[config.mk]
export PLATFORM = sky130hd
export DESIGN_NAME = addressing_mode_decoder
export DESIGN_NICKNAME = d
export VERILOG_FILES = /design/src/logic/addressing_mode_decoder.v
export VERILOG_INCLUDE_DIRS = /design/src /design/src/logic
export SDC_FILE = /design/constraint.sdc
export NUM_CORES = 1
export LEC_CHECK = 0
export ABC_CLOCK_PERIOD_IN_PS = 2550
export BUFFER_PORTS_ARGS = -buffer_cell sky130_fd_sc_hd__buf_2
export CORE_ASPECT_RATIO = 1.1
export CORE_MARGIN = 2
export CORE_UTILIZATION = 53
export DETAILED_ROUTE_END_ITERATION = 6
export PLACE_DENSITY = 0.81
export SLEW_MARGIN = 5
export SYNTH_ARGS = -nofsm -noshare
export SYNTH_HDL_FRONTEND = slang
export SYNTH_SLANG_ARGS = --single-unit
[constraint.sdc]
create_clock -name clk_i -period 2.55 [get_ports clk_i]
set_input_delay 0.51 -clock clk_i [delete_from_list [all_inputs] [get_ports clk_i]]
set_output_delay 0.51 -clock clk_i [all_outputs]
set_load 0.01 [all_outputs]
[src/logic/addr_mode_defines.vh]
// Opcode, mode and timing constants for the addressing mode decoder.
// Assumes inclusion by bare name from the decoder source.
`ifndef ADDR_MODE_DEFINES_VH
`define ADDR_MODE_DEFINES_VH

// ------------------------------------------------------------
// Opcodes
// ------------------------------------------------------------
`define OPC_SHIFT_LEFT_ACC 8'h0A
`define OPC_SHIFT_RIGHT_ACC 8'h4A
`define OPC_ROTATE_RIGHT_ACC 8'h6A
`define OPC_LOAD_ACC_IMM 8'hA9
`define OPC_COMPARE_ACC_IMM 8'hC9
`define OPC_SUBTRACT_IMM 8'hE9
`define OPC_INC_MEM_ABS 8'hEE
`define OPC_LOAD_X_ABS 8'hAE
`define OPC_CALL_SUB 8'h20
`define OPC_LOAD_ACC_ZP 8'hA5
`define OPC_OR_ACC_ZP 8'h05
`define OPC_ROTATE_RIGHT_ZP 8'h66
`define OPC_DEC_X 8'hCA
`define OPC_INC_Y 8'hC8
`define OPC_RETURN_SUB 8'h60
`define OPC_BRANCH_ZERO 8'hF0
`define OPC_BRANCH_NONZERO 8'hD0
`define OPC_BRANCH_CARRY_CLR 8'h90

// ------------------------------------------------------------
// Operand kinds
// ------------------------------------------------------------
`define MODE_UNKNOWN 3'h0
`define MODE_ACCUM 3'h1
`define MODE_IMMED 3'h2
`define MODE_ABS 3'h3
`define MODE_ZPAGE 3'h4
`define MODE_IMPLIED 3'h5
`define MODE_RELATIVE 3'h6

// ------------------------------------------------------------
// Lengths and execution cycles
// ------------------------------------------------------------
`define LEN_ONE 2'h1
`define LEN_TWO 2'h2
`define LEN_THREE 2'h3
`define CYC_IMPLIED 3'h2
`define CYC_IMMED 3'h2
`define CYC_ZPAGE 3'h3
`define CYC_ZPAGE_RMW 3'h5
`define CYC_ABS 3'h4
`define CYC_ABS_RMW 3'h6
`define CYC_CALL 3'h6
`define CYC_BRANCH 3'h2
`define CYC_BRANCH_TAKEN 3'h3
`define ZERO_PAGE_HIGH 8'h00

`endif

[src/logic/addressing_mode_decoder.v]
// Addressing mode decoder: opcode to length, operand kind, address
// and next program counter, registered one cycle after the request.
// Assumes the memory bus presents one whole instruction (opcode plus
// up to two operand bytes) with a valid strobe, synchronous to clk_i,
// and that the reset pin may fall at any time.
`timescale 1ns/1ps
`default_nettype none
`include "addr_mode_defines.vh"

module addressing_mode_decoder (
  input wire clk_i,              // 200 MHz core clock
  input wire rstn_i,             // Async reset, active low
  input wire instr_valid_i,      // Instruction bytes present
  input wire [7:0] opcode_i,     // Opcode byte
  input wire [7:0] operand_lo_i, // First operand byte
  input wire [7:0] operand_hi_i, // Second operand byte
  input wire [15:0] pc_i,        // Address of the opcode
  input wire zero_flag_i,        // Status zero flag
  input wire carry_flag_i,       // Status carry flag
  output reg dec_valid_o,        // Decode results valid, one cycle
  output reg [1:0] length_o,     // Instruction length in bytes
  output reg [2:0] mode_o,       // Operand kind
  output reg [2:0] exec_cycles_o, // Execution cycles
  output reg [15:0] eff_addr_o,  // Effective address
  output reg [7:0] imm_data_o,   // Immediate data byte
  output reg [15:0] next_pc_o,   // Next program counter
  output reg [7:0] next_pc_page_o, // Page of next program counter
  output reg [7:0] next_pc_offs_o, // Offset within that page
  output reg branch_taken_o,     // Conditional branch taken
  output reg [15:0] return_addr_o, // Saved return address
  output reg illegal_o           // Opcode not decoded here
);

  // ------------------------------------------------------------
  // Reset release
  // ------------------------------------------------------------
  // Reset falls at once and rises two edges after the pin
  reg rst_meta_reg;
  reg rst_sync_reg;
  always @(posedge clk_i or negedge rstn_i) begin
    if (!rstn_i) begin
      rst_meta_reg <= 1'b0;
      rst_sync_reg <= 1'b0;
    end else begin
      rst_meta_reg <= 1'b1;
      rst_sync_reg <= rst_meta_reg;
    end
  end

  // ------------------------------------------------------------
  // Opcode table
  // ------------------------------------------------------------
  reg [2:0] mode_next;
  reg [1:0] len_next;
  reg [2:0] cyc_next;
  reg cond_next;
  always @* begin
    mode_next = `MODE_UNKNOWN;
    len_next = `LEN_ONE;
    cyc_next = `CYC_IMPLIED;
    cond_next = 1'b0;
    case (opcode_i)
      `OPC_SHIFT_LEFT_ACC, `OPC_SHIFT_RIGHT_ACC,
      `OPC_ROTATE_RIGHT_ACC: begin
        mode_next = `MODE_ACCUM;
        len_next = `LEN_ONE;
        cyc_next = `CYC_IMPLIED;
      end
      `OPC_LOAD_ACC_IMM, `OPC_COMPARE_ACC_IMM, `OPC_SUBTRACT_IMM: begin
        mode_next = `MODE_IMMED;
        len_next = `LEN_TWO;
        cyc_next = `CYC_IMMED;
      end
      `OPC_INC_MEM_ABS: begin
        mode_next = `MODE_ABS;
        len_next = `LEN_THREE;
        cyc_next = `CYC_ABS_RMW;
      end
      `OPC_LOAD_X_ABS: begin
        mode_next = `MODE_ABS;
        len_next = `LEN_THREE;
        cyc_next = `CYC_ABS;
      end
      `OPC_CALL_SUB: begin
        mode_next = `MODE_ABS;
        len_next = `LEN_THREE;
        cyc_next = `CYC_CALL;
      end
      // zero-page forms; fewer cycles than absolute
      `OPC_LOAD_ACC_ZP, `OPC_OR_ACC_ZP: begin
        mode_next = `MODE_ZPAGE;
        len_next = `LEN_TWO;
        cyc_next = `CYC_ZPAGE;
      end
      `OPC_ROTATE_RIGHT_ZP: begin
        mode_next = `MODE_ZPAGE;
        len_next = `LEN_TWO;
        cyc_next = `CYC_ZPAGE_RMW;
      end
      `OPC_DEC_X, `OPC_INC_Y, `OPC_RETURN_SUB: begin
        mode_next = `MODE_IMPLIED;
        len_next = `LEN_ONE;
        cyc_next = `CYC_IMPLIED;
      end
      `OPC_BRANCH_ZERO: begin
        mode_next = `MODE_RELATIVE;
        len_next = `LEN_TWO;
        cond_next = zero_flag_i;
      end
      `OPC_BRANCH_NONZERO: begin
        mode_next = `MODE_RELATIVE;
        len_next = `LEN_TWO;
        cond_next = ~zero_flag_i;
      end
      `OPC_BRANCH_CARRY_CLR: begin
        mode_next = `MODE_RELATIVE;
        len_next = `LEN_TWO;
        cond_next = ~carry_flag_i;
      end
      default: begin
        mode_next = `MODE_UNKNOWN;
        len_next = `LEN_ONE;
        cyc_next = `CYC_IMPLIED;
      end
    endcase
  end

  // ------------------------------------------------------------
  // Address arithmetic
  // ------------------------------------------------------------
  // Sequential address after the instruction
  wire [15:0] seq_pc;
  assign seq_pc = pc_i + {14'h0000, len_next};

  // bit 7 set means backward displacement
  wire [15:0] offs_ext;
  assign offs_ext = {{8{operand_lo_i[7]}}, operand_lo_i};

  // signed add; base is byte after operand
  wire [15:0] branch_target;
  assign branch_target = seq_pc + offs_ext;

  wire [15:0] abs_addr;
  assign abs_addr = {operand_hi_i, operand_lo_i};

  // ------------------------------------------------------------
  // Instruction class flags
  // ------------------------------------------------------------
  wire is_call;
  wire is_return;
  wire is_branch;
  wire is_immed;
  wire is_unknown;
  wire take_branch;
  assign is_call = (opcode_i == `OPC_CALL_SUB);
  assign is_return = (opcode_i == `OPC_RETURN_SUB);
  assign is_branch = (mode_next == `MODE_RELATIVE);
  assign is_immed = (mode_next == `MODE_IMMED);
  assign is_unknown = (mode_next == `MODE_UNKNOWN);
  assign take_branch = is_branch & cond_next;

  // ------------------------------------------------------------
  // Target selection
  // ------------------------------------------------------------
  reg [15:0] ea_next;
  reg [15:0] pc_next;
  always @* begin
    ea_next = 16'h0000;
    pc_next = seq_pc;
    case (mode_next)
      `MODE_ABS: ea_next = abs_addr;
      `MODE_ZPAGE: ea_next = {`ZERO_PAGE_HIGH, operand_lo_i};
      `MODE_RELATIVE: ea_next = branch_target;
      default: ea_next = 16'h0000;
    endcase
    // call jumps to its absolute target
    if (is_call) begin
      pc_next = abs_addr;
    end else if (is_return) begin
      pc_next = return_addr_o;
    end else if (take_branch) begin
      pc_next = branch_target;
    end
  end

  // high byte page, low byte offset
  wire [7:0] pc_page_next;
  wire [7:0] pc_offs_next;
  assign pc_page_next = pc_next[15:8];
  assign pc_offs_next = pc_next[7:0];

  // ------------------------------------------------------------
  // Execution cycles
  // ------------------------------------------------------------
  // Taken branches pay one extra cycle for the redirect
  reg [2:0] exec_next;
  always @* begin
    exec_next = cyc_next;
    if (is_branch) begin
      if (cond_next) begin
        exec_next = `CYC_BRANCH_TAKEN;
      end else begin
        exec_next = `CYC_BRANCH;
      end
    end
  end

  wire [7:0] imm_next;
  assign imm_next = is_immed ? operand_lo_i : 8'h00;

  // ------------------------------------------------------------
  // Decode field registers
  // ------------------------------------------------------------
  // Fields hold until the next valid instruction
  always @(posedge clk_i or negedge rst_sync_reg) begin
    if (!rst_sync_reg) begin
      length_o <= 2'h0;
      mode_o <= `MODE_UNKNOWN;
      exec_cycles_o <= 3'h0;
      imm_data_o <= 8'h00;
    end else if (instr_valid_i) begin
      length_o <= len_next;
      mode_o <= mode_next;
      exec_cycles_o <= exec_next;
      imm_data_o <= imm_next;
    end
  end

  // ------------------------------------------------------------
  // Address and program counter registers
  // ------------------------------------------------------------
  always @(posedge clk_i or negedge rst_sync_reg) begin
    if (!rst_sync_reg) begin
      eff_addr_o <= 16'h0000;
      next_pc_o <= 16'h0000;
      next_pc_page_o <= 8'h00;
      next_pc_offs_o <= 8'h00;
    end else if (instr_valid_i) begin
      eff_addr_o <= ea_next;
      next_pc_o <= pc_next;
      next_pc_page_o <= pc_page_next;
      next_pc_offs_o <= pc_offs_next;
    end
  end

  // ------------------------------------------------------------
  // One-cycle status pulses
  // ------------------------------------------------------------
  // Idle cycles clear them so no flag repeats without a request
  always @(posedge clk_i or negedge rst_sync_reg) begin
    if (!rst_sync_reg) begin
      dec_valid_o <= 1'b0;
      branch_taken_o <= 1'b0;
      illegal_o <= 1'b0;
    end else begin
      dec_valid_o <= instr_valid_i;
      branch_taken_o <= instr_valid_i & take_branch;
      illegal_o <= instr_valid_i & is_unknown;
    end
  end

  // ------------------------------------------------------------
  // Return address
  // ------------------------------------------------------------
  // Single level only: a nested call overwrites the saved address
  always @(posedge clk_i or negedge rst_sync_reg) begin
    if (!rst_sync_reg) begin
      return_addr_o <= 16'h0000;
    end else if (instr_valid_i && is_call) begin
      return_addr_o <= seq_pc;
    end
  end

endmodule // addressing_mode_decoder
`default_nettype wire

Word level (Yosys, flattened, before mapping):

Cells that the tools add are included.

* bitwise operators: 5
* $add $sub $neg: 2
* reduce and logical (&&, ||, !) cells: 11
* multiplexer cells: 11
* eq/ne operators: 22

Operators with widths (count)
* 8-bit == test, second input constant: 11
* 16-bit 2-to-1 mux: 3
* 16-bit case mux with 3 select lines: 1
* 8-bit by 7-bit == test with 1-bit output, second input constant: 4
* 3-bit case mux with 6 select lines: 1
* 3-bit OR reduction: 6
* 16-bit adder: 1
* 16-bit by 2-bit adder with 16-bit output: 1
* 3-bit case mux with 4 select lines: 1
* 9-bit OR reduction: 1
* 8-bit by 3-bit == test with 1-bit output, second input constant: 1
* 8-bit by 4-bit == test with 1-bit output, second input constant: 1
* 8-bit by 6-bit == test with 1-bit output, second input constant: 1
* 8-bit 2-to-1 mux: 1
* 3-bit by 2-bit == test with 1-bit output, second input constant: 2
* 3-bit == test, second input constant: 2
* 2-bit case mux with 2 select lines: 1
* 2-bit OR reduction: 2
* 1-bit AND: 3
* 3-bit logical NOT: 1
* 3-bit 2-to-1 mux: 1
* 1-bit case mux with 3 select lines: 1
* 1-bit inverter: 2
* 1-bit logical AND: 1
* 1-bit 2-to-1 mux: 1

* word-level logic and storage cells: 65
* bits in registers: 85
* input bits: 45

Longest topological paths before layout:

Gate-level depths: netlist (run 1).

* word-level depth: 8
* gate-level depth with buffers: 24
* mapped depth without buffers: 22

Least setup slack after synthesis (run 1):

Ideal clock, no wire load.

* path type: in2reg
* from: input opcode_i[2]
* to: register eff_addr_o[12]
* setup time: 0.137 ns
* arrival time: 4.664 ns
* cell stages on the path: 20
* slack: -2.251 ns
* path buffers: 2
* path through: clkbuf_1 nor3_1 nand2_1 a211oi_4 inv_1 nand2b_1 buf_2 nor2b_1 fa_1 nor3b_1 nand4_1 xnor2_1 ha_1 a21oi_1 a21oi_1 o31a_1 o21ai_0 or3b_1 a32oi_1 a21oi_1

* longest elaborated chain between the ends: 6
* elaborated cells on any way between the ends: 33

RTL lines
* from (decl): line addressing_mode_decoder.v:14 `input wire [7:0] opcode_i,`
* 8-bit == test, or another cell as far along: line addressing_mode_decoder.v:62 `case (opcode_i)`
* 9-bit OR reduction (no line) / 3-bit OR reduction (equally long branches)
* 2-bit case mux with 2 select lines (*): line addressing_mode_decoder.v:62
* 16-bit by 2-bit adder with 16-bit output (*): line addressing_mode_decoder.v:133 `assign seq_pc = pc_i + {14'h0000, len_next};`
* named net seq_pc[8]: line addressing_mode_decoder.v:132 `wire [15:0] seq_pc;`
* 16-bit adder (*): line addressing_mode_decoder.v:141 `assign branch_target = seq_pc + offs_ext;`
* 16-bit case mux with 3 select lines (*): line addressing_mode_decoder.v:170 `case (mode_next)`
* to (signal assigned): line addressing_mode_decoder.v:239 `eff_addr_o <= ea_next;`
* to (decl): line addressing_mode_decoder.v:24 `output reg [15:0] eff_addr_o,`

The timed path passes the listed nets; every way through them passes the cells marked *.
A chain may end at the register's enable or synchronous reset.

Worst setup path in the final report (run 1):

* from: input opcode_i[0]
* to: register eff_addr_o[12]

* longest elaborated chain between the ends: 6
* elaborated cells on any way between the ends: 33

RTL lines
* 8-bit == test, or another cell as far along: line addressing_mode_decoder.v:62
* 9-bit OR reduction (no line) / 3-bit OR reduction (equally long branches)
* 2-bit case mux with 2 select lines (*): line addressing_mode_decoder.v:62
* named net len_next[1]: line addressing_mode_decoder.v:54 `reg [1:0] len_next;`
* 16-bit by 2-bit adder with 16-bit output (*): line addressing_mode_decoder.v:133
* named net seq_pc[7]: line addressing_mode_decoder.v:132
* 16-bit adder (*): line addressing_mode_decoder.v:141
* 16-bit case mux with 3 select lines (*): line addressing_mode_decoder.v:170

Marked as above.

==> key figures, run 1 <==
STA
  – Hold violation total from the final report: 0
  – Setup repair after global routing missed its margin: yes
  – Headroom to the max-slew limit: 55.97%
  – Worst Slack Setup Final: -2.016 ns
  – Final clock period utilization by the worst path: 179.1%
  – Peak Freq: 219.0 MHz
  – Number of max-slew violations in the final report: 0
  – Worst clock skew on the final layout: 0.01448 ns
  – Worst-margin pin slew: 0.6604 ns
  – Total of endpoints with negative setup slack in the final report: 44
  – Final critical delay including setup and external delays: 4.566 ns

Drt
  – Detailed Routing Iterations Pass 1: 7
  – Total wire length after detailed routing: 24,360 um
  – WL/cell: 26.54 um
  – Final ANT Viol Nets: 0
  – Initial DRC Count: 1,260
  – Overall via count from detail_route: 6,387
  – Via-to-Cell Ratio: 6.958
  – DRC viols: 75

Power and ir drop
  – Leakage: 0.003592 uW
  – Sw Pwr: 1358 uW
  – Sequential power share: 33.1%
  – Clock power frac: 29.6%
  – Fraction of power consumed by combinational cells: 37.3%
  – Overall power consumption: 3740 uW
  – Switching Share: 36.31%
  – P_int: 2382 uW
  – IR drop worst, VDD: 0.0003035 V
  – Cell area power density: 494.3 nW/um^2

Critical path
  – Sequence of cells on the critical path: buf_4 -> nand2b_4 -> buf_4 -> nor3_2 -> o21ai_1 -> nand2_1 -> o211ai_1 -> nor2b_4 -> buf_4 -> inv_4 -> ha_4 -> a21o_1 -> nand4_1 -> buf_6 -> nor2_2 -> xor2_1 -> ha_1 -> nand3_2 -> a311oi_2 -> o31a_1 -> o21ai_1 -> or3b_4 -> a32oi_1 -> a21oi_1
  – Crit Path Category: in2reg
  – Required time at the worst-slack endpoint: 2.79 ns
  – Worst setup SP type: input pin
  – CP endpoint kind: flip-flop
  – Critical path arrival: 4.80 ns
  – Worst setup slack for register-to-register paths: 1.34 ns
  – Highest-delay cell along the critical path: sky130_fd_sc_hd__or3b_4
  – Crit-path max FO: 4
  – Cell repeated most along the worst path: sky130_fd_sc_hd__buf_4
  – Buffers plus inverters on the worst setup path: 5
  – Longest individual stage delay on the worst path: 0.43 ns
  – Kind of cell adding the most delay to the critical path: compound AO/OA/AOI/OAI gates

Place
  – Final HPWL from detailed placement: 12,220 um
  – Number of port buffers: 127
  – Total placed instance area: 6077 sq um
  – DP Cell Count: 850
  – Weighted congestion reported at the end of routability-driven placement: 1.000

Finish
  – Area growth from synthesis to final layout: 63.89%
  – Layout cells sized above 1: 55.64%
  – Sequential standard cell area: 1728 sq um
  – Number of standard cells in the layout, taps in and fillers out: 918
  – Registers with the most flip-flops: eff_addr_o: 16 flops, next_pc_o: 16 flops, return_addr_o: 16 flops
  – Net count, final: 866
  – Area of all placed cells without fillers: 7565 sq um
  – Total area of multi-input combinational cells: 3357 sq um
  – FILL cells: 355
  – Antenna diodes: 0

Floorplan
  – Starting density of the core: 54.90%
  – Row count: 35
  – Die Area: 9472 sq um
  – Top Ports: 128
  – Width of the die: 92.98 um
  – Core area: 8408 sq um
  – Die height: 101.9 um

Status
  – Run status: finished, violations left
  – Violated checks: design-rule violations, negative setup slack

Yosys
  – Number of instances in the synthesized netlist: 544
  – Net count after synthesis: 608
  – Register bit count reported by yosys: 69
  – Mean instance size in the synthesized netlist: 8.485 sq um
  – Post-synth top area share: 37.41%
  – Sequential-to-total area share from yosys stat: 37.41%
  – Number of library cell types mapped by synthesis: 57
  – Netlist area before placement: 4616 sq um
  – Ranking of synthesized cells by area: sky130_fd_sc_hd__dfrtp_1 (37%), sky130_fd_sc_hd__nand2_1 (5.0%), sky130_fd_sc_hd__ha_1 (4.6%)
  – Top FF cell, synth: sky130_fd_sc_hd__dfrtp_1
  – Number of synthesized flops with an enable pin: 0
  – Number of warnings printed during yosys synthesis: 0
  – Most area-hungry cell type in the Yosys netlist: sky130_fd_sc_hd__dfrtp_1
  – Most numerous cell types in the synthesized netlist: sky130_fd_sc_hd__dfrtp_1 (69), sky130_fd_sc_hd__nand2_1 (61), sky130_fd_sc_hd__nor2_1 (55), sky130_fd_sc_hd__o21ai_0 (42), sky130_fd_sc_hd__a21oi_1 (40)
  – Proportion of register bits with asynchronous set or reset after synthesis: 100.0%
  – Count leader, synth: sky130_fd_sc_hd__dfrtp_1

Clocking
  – Clock latency on the worst-skew pair: 0.38 ns
  – TritonCTS buffer count: 9
  – TritonCTS clock tree: yes
  – Clock Path Buffers: 2
  – H-tree levels: 3
  – Clock transition at the register clock pins on the worst setup and hold paths after CTS: 0.10 ns
  – Clk root buf: sky130_fd_sc_hd__clkbuf_8
  – TritonCTS sink count: 69

Global route
  – Met2 Track Usage GR: 60.81%
  – Remaining global-route overflow: 0
  – Met1 track utilization from global routing: 54.15%
  – Global-route wire length before repair: 29,190 um
  – Highest-utilization routing layer at the global route stage: met2
  – Antenna violations before repair: 0
  – Combined global-route utilization of all metal layers: 40.51%
  – Number of global-route vias before repair: 5,430
  – Largest net degree at the start of global routing: 56
  – Met3 track utilization from global routing: 9.808%

Flow run
  – Max-capacitance violation count: 0

Hold path
  – Class of the worst hold path: reg2async
[kinds of logic after synthesis]
logic type / Yosys count / share of synthesized area (%)
muxes: 15 / 3.578
xor gates and xnor gates: 27 / 5.123
adders and majority gates: 19 / 5.476
buffers and inverters: 71 / 7.590
DFF: 69 / 37.41
AOI/OAI and AO/OA: 151 / 20.58
other: 1 / 0.08124
and+or+nand+nor: 191 / 20.17
[worst reg2reg max path, cell delays in order (launching register included)]
cell and delay, ns:
sky130_fd_sc_hd__dfrtp_1 0.43, sky130_fd_sc_hd__a22oi_1 0.24, sky130_fd_sc_hd__a21oi_1 0.12, sky130_fd_sc_hd__a31oi_1 0.22, sky130_fd_sc_hd__o21ai_2 0.08
[repair_timing]
action                                 in CTS  in global routing
setup buffers                              64                 23
hold buffers                                1                  0
cloned                                      0                  0
resized for setup                         102                 86
endpoints found under the hold margin       2                  0
setup endpoints to repair                  41                 43
pin swaps                                  78                 66
[placed cells by master (no fill, tap or decap), types with 4 or more instances in the layout]
cell	instances
sky130_fd_sc_hd__nand3_2	4
sky130_fd_sc_hd__clkbuf_8	9
sky130_fd_sc_hd__xnor2_2	14
sky130_fd_sc_hd__a21oi_2	11
sky130_fd_sc_hd__buf_4	147
sky130_fd_sc_hd__or3_1	4
sky130_fd_sc_hd__xor2_2	4
sky130_fd_sc_hd__a22oi_1	6
sky130_fd_sc_hd__a21o_1	8
sky130_fd_sc_hd__nor3_2	4
sky130_fd_sc_hd__ha_1	10
sky130_fd_sc_hd__nand3_1	11
sky130_fd_sc_hd__o21ai_2	5
sky130_fd_sc_hd__dfrtp_1	68
sky130_fd_sc_hd__a21oi_4	4
sky130_fd_sc_hd__o21ai_0	26
sky130_fd_sc_hd__nand4_1	9
sky130_fd_sc_hd__buf_6	23
sky130_fd_sc_hd__inv_2	5
sky130_fd_sc_hd__o211ai_1	7
sky130_fd_sc_hd__a21oi_1	25
sky130_fd_sc_hd__inv_1	18
sky130_fd_sc_hd__nor2_2	7
sky130_fd_sc_hd__a31oi_1	9
sky130_fd_sc_hd__mux2_2	11
sky130_fd_sc_hd__nand2b_4	6
sky130_fd_sc_hd__o21ai_1	10
sky130_fd_sc_hd__nor2b_1	4
sky130_fd_sc_hd__nand2_1	57
sky130_fd_sc_hd__nand2b_1	4
sky130_fd_sc_hd__nor2_4	4
sky130_fd_sc_hd__buf_2	119
sky130_fd_sc_hd__nand2_2	4
sky130_fd_sc_hd__ha_4	6
sky130_fd_sc_hd__a22oi_2	10
sky130_fd_sc_hd__nor2_1	45
[per-layer routing]
metal	part of all wire [%]	vias up
met5	0	-
met1	34	2920
li1	-	2425
met4	10	0
met3	14	266
met2	41	776
[power by group through the flow]
stage | logic (uW) | clock network, uW | registers (uW)
after floorplan | 447 | 0 | 1280
after global placement | 865 | 0 | 1250
after detailed placement | 884 | 0 | 1250
after CTS | 1060 | 1070 | 1230
after global routing | 1430 | 1140 | 1240
final | 1400 | 1110 | 1240
[worst paths after layout]
path	end	cells past startpoint	start
min in group clk_i	rst_sync_reg$_DFF_PN0_	0	rst_meta_reg$_DFF_PN0_
worst max register to register	next_pc_o[13]$_DFFE_PN0P_	4	return_addr_o[13]$_DFFE_PN0P_
worst min-delay path	next_pc_o[2]$_DFFE_PN0P_	0	rst_sync_reg$_DFF_PN0_
worst max-delay path	eff_addr_o[12]$_DFFE_PN0P_	24	opcode_i[0]
max in group asynchronous	eff_addr_o[11]$_DFFE_PN0P_	1	rst_sync_reg$_DFF_PN0_
worst min register to register	next_pc_o[2]$_DFFE_PN0P_	0	rst_sync_reg$_DFF_PN0_
[layout make-up]
cell class                      count  share of cell area (%)
Clock inverter                      7                   1.389
Clock buffer                        9                   1.637
Sequential cell                    69                   22.84
Tap cell                          111                   1.836
Inverter                           25                   1.307
Multi-Input combinational cell    404                   44.38
Timing Repair Buffer              293                   26.61
[per-stage QoR]
step | setup TNS, ns | util (%) | hold WS [ns] | setup slack (ns)
after global placement | -52.20 | 72.28 | 0.2943 | -1.910
after detailed placement | -54.87 | 72.28 | 0.2952 | -1.969
final | -46.93 | 89.97 | 0.2936 | -2.016
after floorplan | -37.33 | - | 0.2144 | -1.723
after global routing | -47.65 | 89.97 | 0.3534 | -2.224
after CTS | -29.08 | 84.14 | 0.3176 | -1.317
Note: power is estimated with default switching activity, not from simulation.
==> run 2: changes to the inputs <==
--- a/config.mk
+++ b/config.mk
@@ -11,8 +11,10 @@
 export CORE_ASPECT_RATIO = 1.1
 export CORE_MARGIN = 2
 export CORE_UTILIZATION = 53
+export CTS_CLUSTER_DIAMETER = 50
 export DETAILED_ROUTE_END_ITERATION = 6
 export PLACE_DENSITY = 0.81
+export SETUP_SLACK_MARGIN = 0.15
 export SLEW_MARGIN = 5
 export SYNTH_ARGS = -nofsm -noshare
 export SYNTH_HDL_FRONTEND = slang
==> run 2 against run 1 <==
  * The flow now stops in global routing
  * Synthesized cell count unchanged
  * Area after synthesis stayed put
==> key figures, run 2 <==
Status
  – Run status: did not finish
  – Exit stage: global routing
  – First error line in the log: [ERROR GRT-0232] Routing congestion too high. Check the congestion heatmap in the GUI.

Yosys
  – Proportion of register bits with asynchronous set or reset after synthesis: 100.0%
  – Number of synthesized flops with an enable pin: 0
  – Most numerous cell types in the synthesized netlist: sky130_fd_sc_hd__dfrtp_1 (69), sky130_fd_sc_hd__nand2_1 (61), sky130_fd_sc_hd__nor2_1 (55), sky130_fd_sc_hd__o21ai_0 (42), sky130_fd_sc_hd__a21oi_1 (40)
  – Ranking of synthesized cells by area: sky130_fd_sc_hd__dfrtp_1 (37%), sky130_fd_sc_hd__nand2_1 (5.0%), sky130_fd_sc_hd__ha_1 (4.6%)
  – Number of instances in the synthesized netlist: 544
  – Number of warnings printed during yosys synthesis: 0
  – Netlist area before placement: 4616 sq um
  – Most area-hungry cell type in the Yosys netlist: sky130_fd_sc_hd__dfrtp_1
  – Top FF cell, synth: sky130_fd_sc_hd__dfrtp_1
  – Net count after synthesis: 608
  – Post-synth top area share: 37.41%
  – Mean instance size in the synthesized netlist: 8.485 sq um
  – Register bit count reported by yosys: 69
  – Count leader, synth: sky130_fd_sc_hd__dfrtp_1
  – Sequential-to-total area share from yosys stat: 37.41%
  – Number of library cell types mapped by synthesis: 57

Global route
  – Antenna violations before repair: 2
  – Combined global-route utilization of all metal layers: 70.95%
  – Remaining global-route overflow: 2
  – Largest net degree at the start of global routing: 54

Clocking
  – Clock Path Buffers: 2
  – TritonCTS sink count: 69
  – TritonCTS buffer count: 9
  – H-tree levels: 3
  – Clk root buf: sky130_fd_sc_hd__clkbuf_8

Place
  – DP Cell Count: 852
  – Total placed instance area: 6130 sq um
  – Final HPWL from detailed placement: 12,400 um
  – Weighted congestion reported at the end of routability-driven placement: 0.9577
  – Number of port buffers: 127

Floorplan
  – Top Ports: 128
  – Width of the die: 92.98 um
  – Starting density of the core: 54.90%
  – Die height: 101.9 um
  – Row count: 35

STA
  – Category of the worst endpoint: register input
  – End pin of the worst setup path after global-route repair: eff_addr_o[15]$_DFFE_PN0P_/D
-- run 2: cell counts after synthesis --
Identical to the previous run, type by type.
-- run 2: routing by layer --
layer | GRT overflow | global-route usage [%]
met5 | 0 | 7.813
met2 | 1 | 91.92
met4 | 1 | 71.49
met3 | 0 | 50.00
met1 | 0 | 72.11
-- run 2: logic make-up after synthesis --
family          share of synthesized area, %
xor+xnor                               5.123
other cells                          0.08124
mux                                    3.578
simple gates                           20.17
compound gates                         20.58
fa+ha+maj                              5.476
flops                                  37.41
buf+inv                                7.590
-- run 2: repair_timing --
item	in CTS
hold buffers	1
pin swaps	81
hold endpoints to repair	2
resized for setup	148
setup buffers	54
setup endpoints to repair	47
-- run 2: stage by stage --
| stage | hold WS (ns) | TNS [ns] | worst slack (ns) | utilization, % |
|---|---|---|---|---|
| after detailed placement | 0.3001 | -58.86 | -2.072 | 72.90 |
| after global placement | 0.2962 | -60.50 | -2.108 | 72.90 |
| after CTS | 0.3255 | -29.60 | -1.339 | 88.50 |
| after floorplan | 0.2144 | -37.33 | -1.723 | - |
==> run 3: changes to the inputs <==
--- a/config.mk
+++ b/config.mk
@@ -8,13 +8,10 @@
 export LEC_CHECK = 0
 export ABC_CLOCK_PERIOD_IN_PS = 2550
 export BUFFER_PORTS_ARGS = -buffer_cell sky130_fd_sc_hd__buf_2
-export CORE_ASPECT_RATIO = 1.1
 export CORE_MARGIN = 2
-export CORE_UTILIZATION = 53
-export CTS_CLUSTER_DIAMETER = 50
+export CORE_UTILIZATION = 40
 export DETAILED_ROUTE_END_ITERATION = 6
-export PLACE_DENSITY = 0.81
-export SETUP_SLACK_MARGIN = 0.15
+export PLACE_DENSITY_LB_ADDON = 0.15
 export SLEW_MARGIN = 5
 export SYNTH_ARGS = -nofsm -noshare
 export SYNTH_HDL_FRONTEND = slang
==> run 3 against run 2 <==
  * The flow now finishes, with violations (negative setup slack)
==> key figures, run 3 (synthesis results as in run 1) <==
Status
  – Run status: finished, violations left
  – Violated checks: negative setup slack

Hold path
  – Class of the worst hold path: reg2async

STA
  – Setup repair after global routing missed its margin: yes
  – Final critical delay including setup and external delays: 4.103 ns
  – Number of max-slew violations in the final report: 0
  – Worst-margin pin slew: 0.5433 ns
  – Hold violation total from the final report: 0
  – Peak Freq: 243.7 MHz
  – Total of endpoints with negative setup slack in the final report: 51
  – Worst clock skew on the final layout: 0.009859 ns
  – Worst Slack Setup Final: -1.553 ns
  – Headroom to the max-slew limit: 63.44%
  – Final clock period utilization by the worst path: 160.9%

Finish
  – Net count, final: 882
  – Most frequent standard cell in the layout excluding fill and tap cells: sky130_fd_sc_hd__buf_4
  – Layout cells sized above 1: 55.65%
  – Number of standard cells in the layout, taps in and fillers out: 966
  – Area of all placed cells without fillers: 7824 sq um
  – Commonest cells after routing, fill and taps aside: sky130_fd_sc_hd__buf_4 (163), sky130_fd_sc_hd__buf_2 (121), sky130_fd_sc_hd__dfrtp_1 (68)
  – Area growth from synthesis to final layout: 69.50%
  – Antenna diodes: 0
  – Registers with the most flip-flops: eff_addr_o: 16 flops, next_pc_o: 16 flops, return_addr_o: 16 flops

Critical path
  – Crit-path max FO: 7
  – Longest individual stage delay on the worst path: 0.43 ns
  – R2r worst-path depth: 4
  – Worst reg2reg startpoint: return_addr_o[6]$_DFFE_PN0P_
  – Required time at the worst-slack endpoint: 2.77 ns
  – Crit Path Category: in2reg
  – Critical path arrival: 4.32 ns
  – Highest-delay cell along the critical path: sky130_fd_sc_hd__fa_2
  – Kind of cell adding the most delay to the critical path: compound AO/OA/AOI/OAI gates
  – Capture instance of the worst register-to-register path: next_pc_o[6]$_DFFE_PN0P_
  – Buffers plus inverters on the worst setup path: 3
  – Worst setup slack for register-to-register paths: 1.41 ns
  – CP endpoint kind: flip-flop
  – Sequence of cells on the critical path: buf_4 -> buf_4 -> nand2_1 -> nor2_1 -> o21ai_0 -> and3_4 -> ha_4 -> inv_4 -> fa_2 -> nor3b_4 -> nand4_1 -> xnor2_2 -> ha_4 -> a21oi_4 -> a21oi_2 -> o31a_1 -> o21ai_1 -> or3b_4 -> a32oi_2 -> a21oi_1
  – Worst setup SP type: input pin

Floorplan
  – Row count: 39
  – Die Area: 12,410 sq um
  – Core area: 11,320 sq um
  – Width of the die: 111.4 um
  – Top Ports: 128
  – Die height: 111.4 um
  – Starting density of the core: 40.77%

Global route
  – Global-route wire length before repair: 28,840 um
  – Remaining global-route overflow: 0
  – Number of global-route vias before repair: 5,302
  – Antenna violations before repair: 0
  – Combined global-route utilization of all metal layers: 29.64%
  – Largest net degree at the start of global routing: 45

Drt
  – Detailed Routing Iterations Pass 1: 6
  – Overall via count from detail_route: 5,408
  – WL/cell: 19.45 um
  – Total wire length after detailed routing: 18,790 um
  – DRC viols: 0
  – Final ANT Viol Nets: 0
  – Via-to-Cell Ratio: 5.598
  – Initial DRC Count: 466

Clocking
  – TritonCTS sink count: 69
  – Clock Path Buffers: 2
  – TritonCTS clock tree: yes
  – TritonCTS buffer count: 9
  – Clock latency on the worst-skew pair: 0.35 ns
  – H-tree levels: 3
  – Clock transition at the register clock pins on the worst setup and hold paths after CTS: 0.07 ns
  – Clk root buf: sky130_fd_sc_hd__clkbuf_16

Power and ir drop
  – Leakage: 0.003736 uW
  – Cell area power density: 511.5 nW/um^2
  – IR drop worst, VDD: 0.0003436 V

Place
  – Total placed instance area: 6220 sq um
  – Number of port buffers: 127
  – Weighted congestion reported at the end of routability-driven placement: 0.9417
  – DP Cell Count: 894
  – Final HPWL from detailed placement: 12,550 um

Flow run
  – Max-capacitance violation count: 0
## run 3: layer usage
layer / GRT usage [%] / up-vias / wire, um
li1: - / 2447 / -
met1: 42.14 / 2601 / 8285
met2: 45.28 / 312 / 8597
met3: 5.661 / 48 / 1434
met4: 10.86 / 0 / 473
met5: 0 / - / 0
## run 3: power by group
group          internal [uW]  total, uW  switching [uW]
clock                    963       1500             541
sequential              1170       1230            64.1
combinational            628       1270             640
total                   2760       4000            1240
## run 3: how the worst max path moves through the flow
stage                            from                          to  slack (ns)  cells after the start
after floorplan           opcode_i[2]  eff_addr_o[12]$_DFFE_PN0P_       -1.72                     20
after global placement    opcode_i[4]  eff_addr_o[12]$_DFFE_PN0P_       -2.00                     21
after detailed placement  opcode_i[4]  eff_addr_o[12]$_DFFE_PN0P_       -2.08                     21
after CTS                 opcode_i[1]  eff_addr_o[12]$_DFFE_PN0P_       -1.41                     19
after global routing      opcode_i[1]   next_pc_o[15]$_DFFE_PN0P_       -1.70                     24
final                     opcode_i[6]  eff_addr_o[12]$_DFFE_PN0P_       -1.55                     20
## run 3: metrics by stage
stage          hold WS, ns  setup slack, ns  util [%]  total power, uW  setup TNS, ns
6_report            0.2314           -1.553     69.11             4002         -40.38
5_1_grt             0.2803           -1.705     69.11             4143         -47.98
4_1_cts             0.2570           -1.407     66.93             3835         -40.52
3_5_place_dp        0.2596           -2.079     54.94             2157         -57.22
3_3_place_gp        0.2627           -2.002     54.94             2149         -53.21
2_1_floorplan       0.2144           -1.723         -             1724         -37.33
## run 3: worst register-to-register path, stage by stage, from the launching register on
cell and delay, ns:
sky130_fd_sc_hd__dfrtp_1 0.40, sky130_fd_sc_hd__nor2_1 0.09, sky130_fd_sc_hd__a311oi_2 0.34, sky130_fd_sc_hd__a21oi_1 0.08
sky130_fd_sc_hd__a21oi_1 0.15
## run 3: timing repair
| item | CTS | global route |
|---|---|---|
| endpoints found under the hold margin | 2 | 0 |
| hold buffers | 1 | 0 |
| endpoints found under the setup margin | 43 | 54 |
| setup buffers | 63 | 19 |
| pin swaps | 75 | 80 |
| resized for setup | 126 | 62 |
## run 3: layout make-up
class,instances,area [sq um]
inverters,25,98.84
flip-flops and latches,69,1728
clock inverters,7,121.4
fillers,863,3497
well taps,143,178.9
clock buffers,9,225.2
repair buffers,309,2122
multi-input cells,404,3349
==> run 4: changes to the inputs <==
--- a/config.mk
+++ b/config.mk
@@ -12,6 +12,7 @@
 export CORE_UTILIZATION = 40
 export DETAILED_ROUTE_END_ITERATION = 6
 export PLACE_DENSITY_LB_ADDON = 0.15
+export RECOVER_POWER = 25
 export SLEW_MARGIN = 5
 export SYNTH_ARGS = -nofsm -noshare
 export SYNTH_HDL_FRONTEND = slang
==> run 4 against run 3 <==
  * The run still ends with negative setup slack left
  * Clock skew up 0.00062 ns
  * Non-clock buffer count stayed put
  * Register-to-register slack got worse by 0.84 ns
  * Combinational power about the same
  * Global-route usage did not move
  * Utilization down 0.055 points
  * Critical path depth is the same
  * Largest cell class unchanged
  * Highest routed layer unchanged
==> key figures, run 4 (synthesis results as in run 1) <==
Status
  – Run status: finished, violations left
  – Violated checks: negative setup slack

Finish
  – Net count, final: 882
  – Antenna diodes: 0
  – Layout cells sized above 1: 55.29%
  – Commonest cells after routing, fill and taps aside: sky130_fd_sc_hd__buf_4 (162), sky130_fd_sc_hd__buf_2 (120), sky130_fd_sc_hd__dfrtp_1 (69)
  – Most frequent standard cell in the layout excluding fill and tap cells: sky130_fd_sc_hd__buf_4
  – Area of all placed cells without fillers: 7818 sq um
  – Area growth from synthesis to final layout: 69.37%
  – Registers with the most flip-flops: eff_addr_o: 16 flops, next_pc_o: 16 flops, return_addr_o: 16 flops

Drt
  – Final ANT Viol Nets: 0
  – DRC viols: 0
  – Via-to-Cell Ratio: 5.553
  – Initial DRC Count: 467
  – WL/cell: 19.40 um
  – Total wire length after detailed routing: 18,740 um
  – Overall via count from detail_route: 5,364
  – Detailed Routing Iterations Pass 1: 5

Clocking
  – Clock latency on the worst-skew pair: 0.35 ns
  – Clock transition at the register clock pins on the worst setup and hold paths after CTS: 0.06 ns
  – Clock Path Buffers: 2
  – TritonCTS sink count: 69
  – TritonCTS clock tree: yes
  – TritonCTS buffer count: 9
  – H-tree levels: 3
  – Clk root buf: sky130_fd_sc_hd__clkbuf_16

Critical path
  – Crit-path max FO: 7
  – Worst reg2reg startpoint: rst_sync_reg$_DFF_PN0_
  – R2r worst-path depth: 1
  – Kind of cell adding the most delay to the critical path: compound AO/OA/AOI/OAI gates
  – Highest-delay cell along the critical path: sky130_fd_sc_hd__fa_2
  – Sequence of cells on the critical path: buf_4 -> buf_4 -> nand2_1 -> nor2_1 -> o21ai_0 -> and3_4 -> ha_4 -> inv_4 -> fa_2 -> nor3b_4 -> nand4_1 -> xnor2_2 -> ha_4 -> a21oi_4 -> a21oi_2 -> o31a_1 -> o21ai_1 -> or3b_4 -> a32oi_2 -> a21oi_1
  – Longest individual stage delay on the worst path: 0.43 ns
  – Total number of cells along the worst setup path: 20
  – Critical path arrival: 4.31 ns
  – Buffers plus inverters on the worst setup path: 3
  – Crit Path Category: in2reg
  – Capture instance of the worst register-to-register path: imm_data_o[3]$_DFFE_PN0P_
  – Worst setup slack for register-to-register paths: 0.57 ns
  – Required time at the worst-slack endpoint: 2.76 ns
  – Worst setup SP type: input pin
  – CP endpoint kind: flip-flop

Global route
  – Remaining global-route overflow: 0
  – Largest net degree at the start of global routing: 45
  – Met1 track utilization from global routing: 42.14%
  – Global-route wire length before repair: 28,840 um
  – Combined global-route utilization of all metal layers: 29.64%
  – Highest-utilization routing layer at the global route stage: met2
  – Met2 Track Usage GR: 45.28%
  – Met3 track utilization from global routing: 5.661%
  – Number of global-route vias before repair: 5,302
  – Antenna violations before repair: 0

Place
  – Final HPWL from detailed placement: 12,550 um
  – Total placed instance area: 6220 sq um
  – Number of port buffers: 127
  – Setup WS pre-CTS: -2.079 ns
  – Weighted congestion reported at the end of routability-driven placement: 0.9417

Flow run
  – Max-capacitance violation count: 0

STA
  – Final critical delay including setup and external delays: 4.097 ns
  – Hold violation total from the final report: 0
  – Worst clock skew on the final layout: 0.01047 ns
  – Setup repair after global routing missed its margin: yes
  – Number of max-slew violations in the final report: 0
  – Worst-margin pin slew: 1.187 ns
  – Peak Freq: 244.1 MHz
  – Worst Slack Setup Final: -1.547 ns
  – Setup TNS: -40.35 ns
  – Final clock period utilization by the worst path: 160.7%
  – Headroom to the max-slew limit: 20.88%
  – Total of endpoints with negative setup slack in the final report: 51

Power and ir drop
  – Cell area power density: 511.4 nW/um^2
  – IR drop worst, VDD: 0.0003422 V
  – Leakage: 0.003731 uW

Hold path
  – Class of the worst hold path: reg2reg
  – Cell depth of the worst min-delay path: 0
  – Beginning of the worst hold path: rst_meta_reg$_DFF_PN0_
  – Hold worst-path end: rst_sync_reg$_DFF_PN0_

Floorplan
  – Width of the die: 111.4 um
  – Starting density of the core: 40.77%
  – Core area: 11,320 sq um
  – Die Area: 12,410 sq um
  – Die height: 111.4 um
  – Top Ports: 128
  – Row count: 39
run 4: cell count changes in the layout (fill, tap and decap cells not counted), sizes merged:
cell	change
buf	-2
clkbuf	+2
run 4: how the worst max path moves through the flow:
stage / startpoint / end / slack, ns
floorplan: opcode_i[2] / eff_addr_o[12]$_DFFE_PN0P_ / -1.72
global placement: opcode_i[4] / eff_addr_o[12]$_DFFE_PN0P_ / -2.00
finish: opcode_i[6] / eff_addr_o[12]$_DFFE_PN0P_ / -1.55
CTS: opcode_i[1] / eff_addr_o[12]$_DFFE_PN0P_ / -1.41
detailed placement: opcode_i[4] / eff_addr_o[12]$_DFFE_PN0P_ / -2.08
global route: opcode_i[1] / next_pc_o[15]$_DFFE_PN0P_ / -1.70
run 4: where the power goes:
| part | leakage [uW] | switching, uW | internal [uW] |
|---|---|---|---|
| clock network | 0.000170 | 539 | 963 |
| registers | 0.000867 | 64.2 | 1170 |
| logic | 0.00269 | 639 | 627 |
| total | 0.00373 | 1240 | 2760 |
run 4: metal layers:
layer | share of wire [%] | vias to the layer above
met1 | 44 | 2598
met5 | 0 | -
met4 | 2.4 | 0
met3 | 7.3 | 43
met2 | 46 | 273
li1 | - | 2450
run 4: cell type report:
type / count / area (sq um)
fill: 862 / 3503
clock buffer: 9 / 225.2
sequential: 69 / 1727
multi-input combinational: 404 / 3349
clock inverter: 7 / 121.4
timing repair buffer: 309 / 2117
tap: 143 / 178.9
inverter: 25 / 98.84
run 4: what timing repair did:
item | 4_1_cts | 5_1_grt
hold buffers | 1 | 0
resized for setup | 126 | 62
setup buffers | 63 | 19
endpoints found under the hold margin | 2 | 0
setup endpoints to repair | 43 | 54
pin swaps | 75 | 80
run 4: per-stage QoR:
stage / cells / hold slack [ns] / util [%] / total power [uW]
after global placement: 894 / 0.2627 / 54.94 / 2149
after floorplan: 544 / 0.2144 / - / 1724
after CTS: 968 / 0.2570 / 66.93 / 3835
after detailed placement: 894 / 0.2596 / 54.94 / 2157
after global routing: 966 / 0.3751 / 69.05 / 4142
final: 966 / 0.3569 / 69.05 / 3998
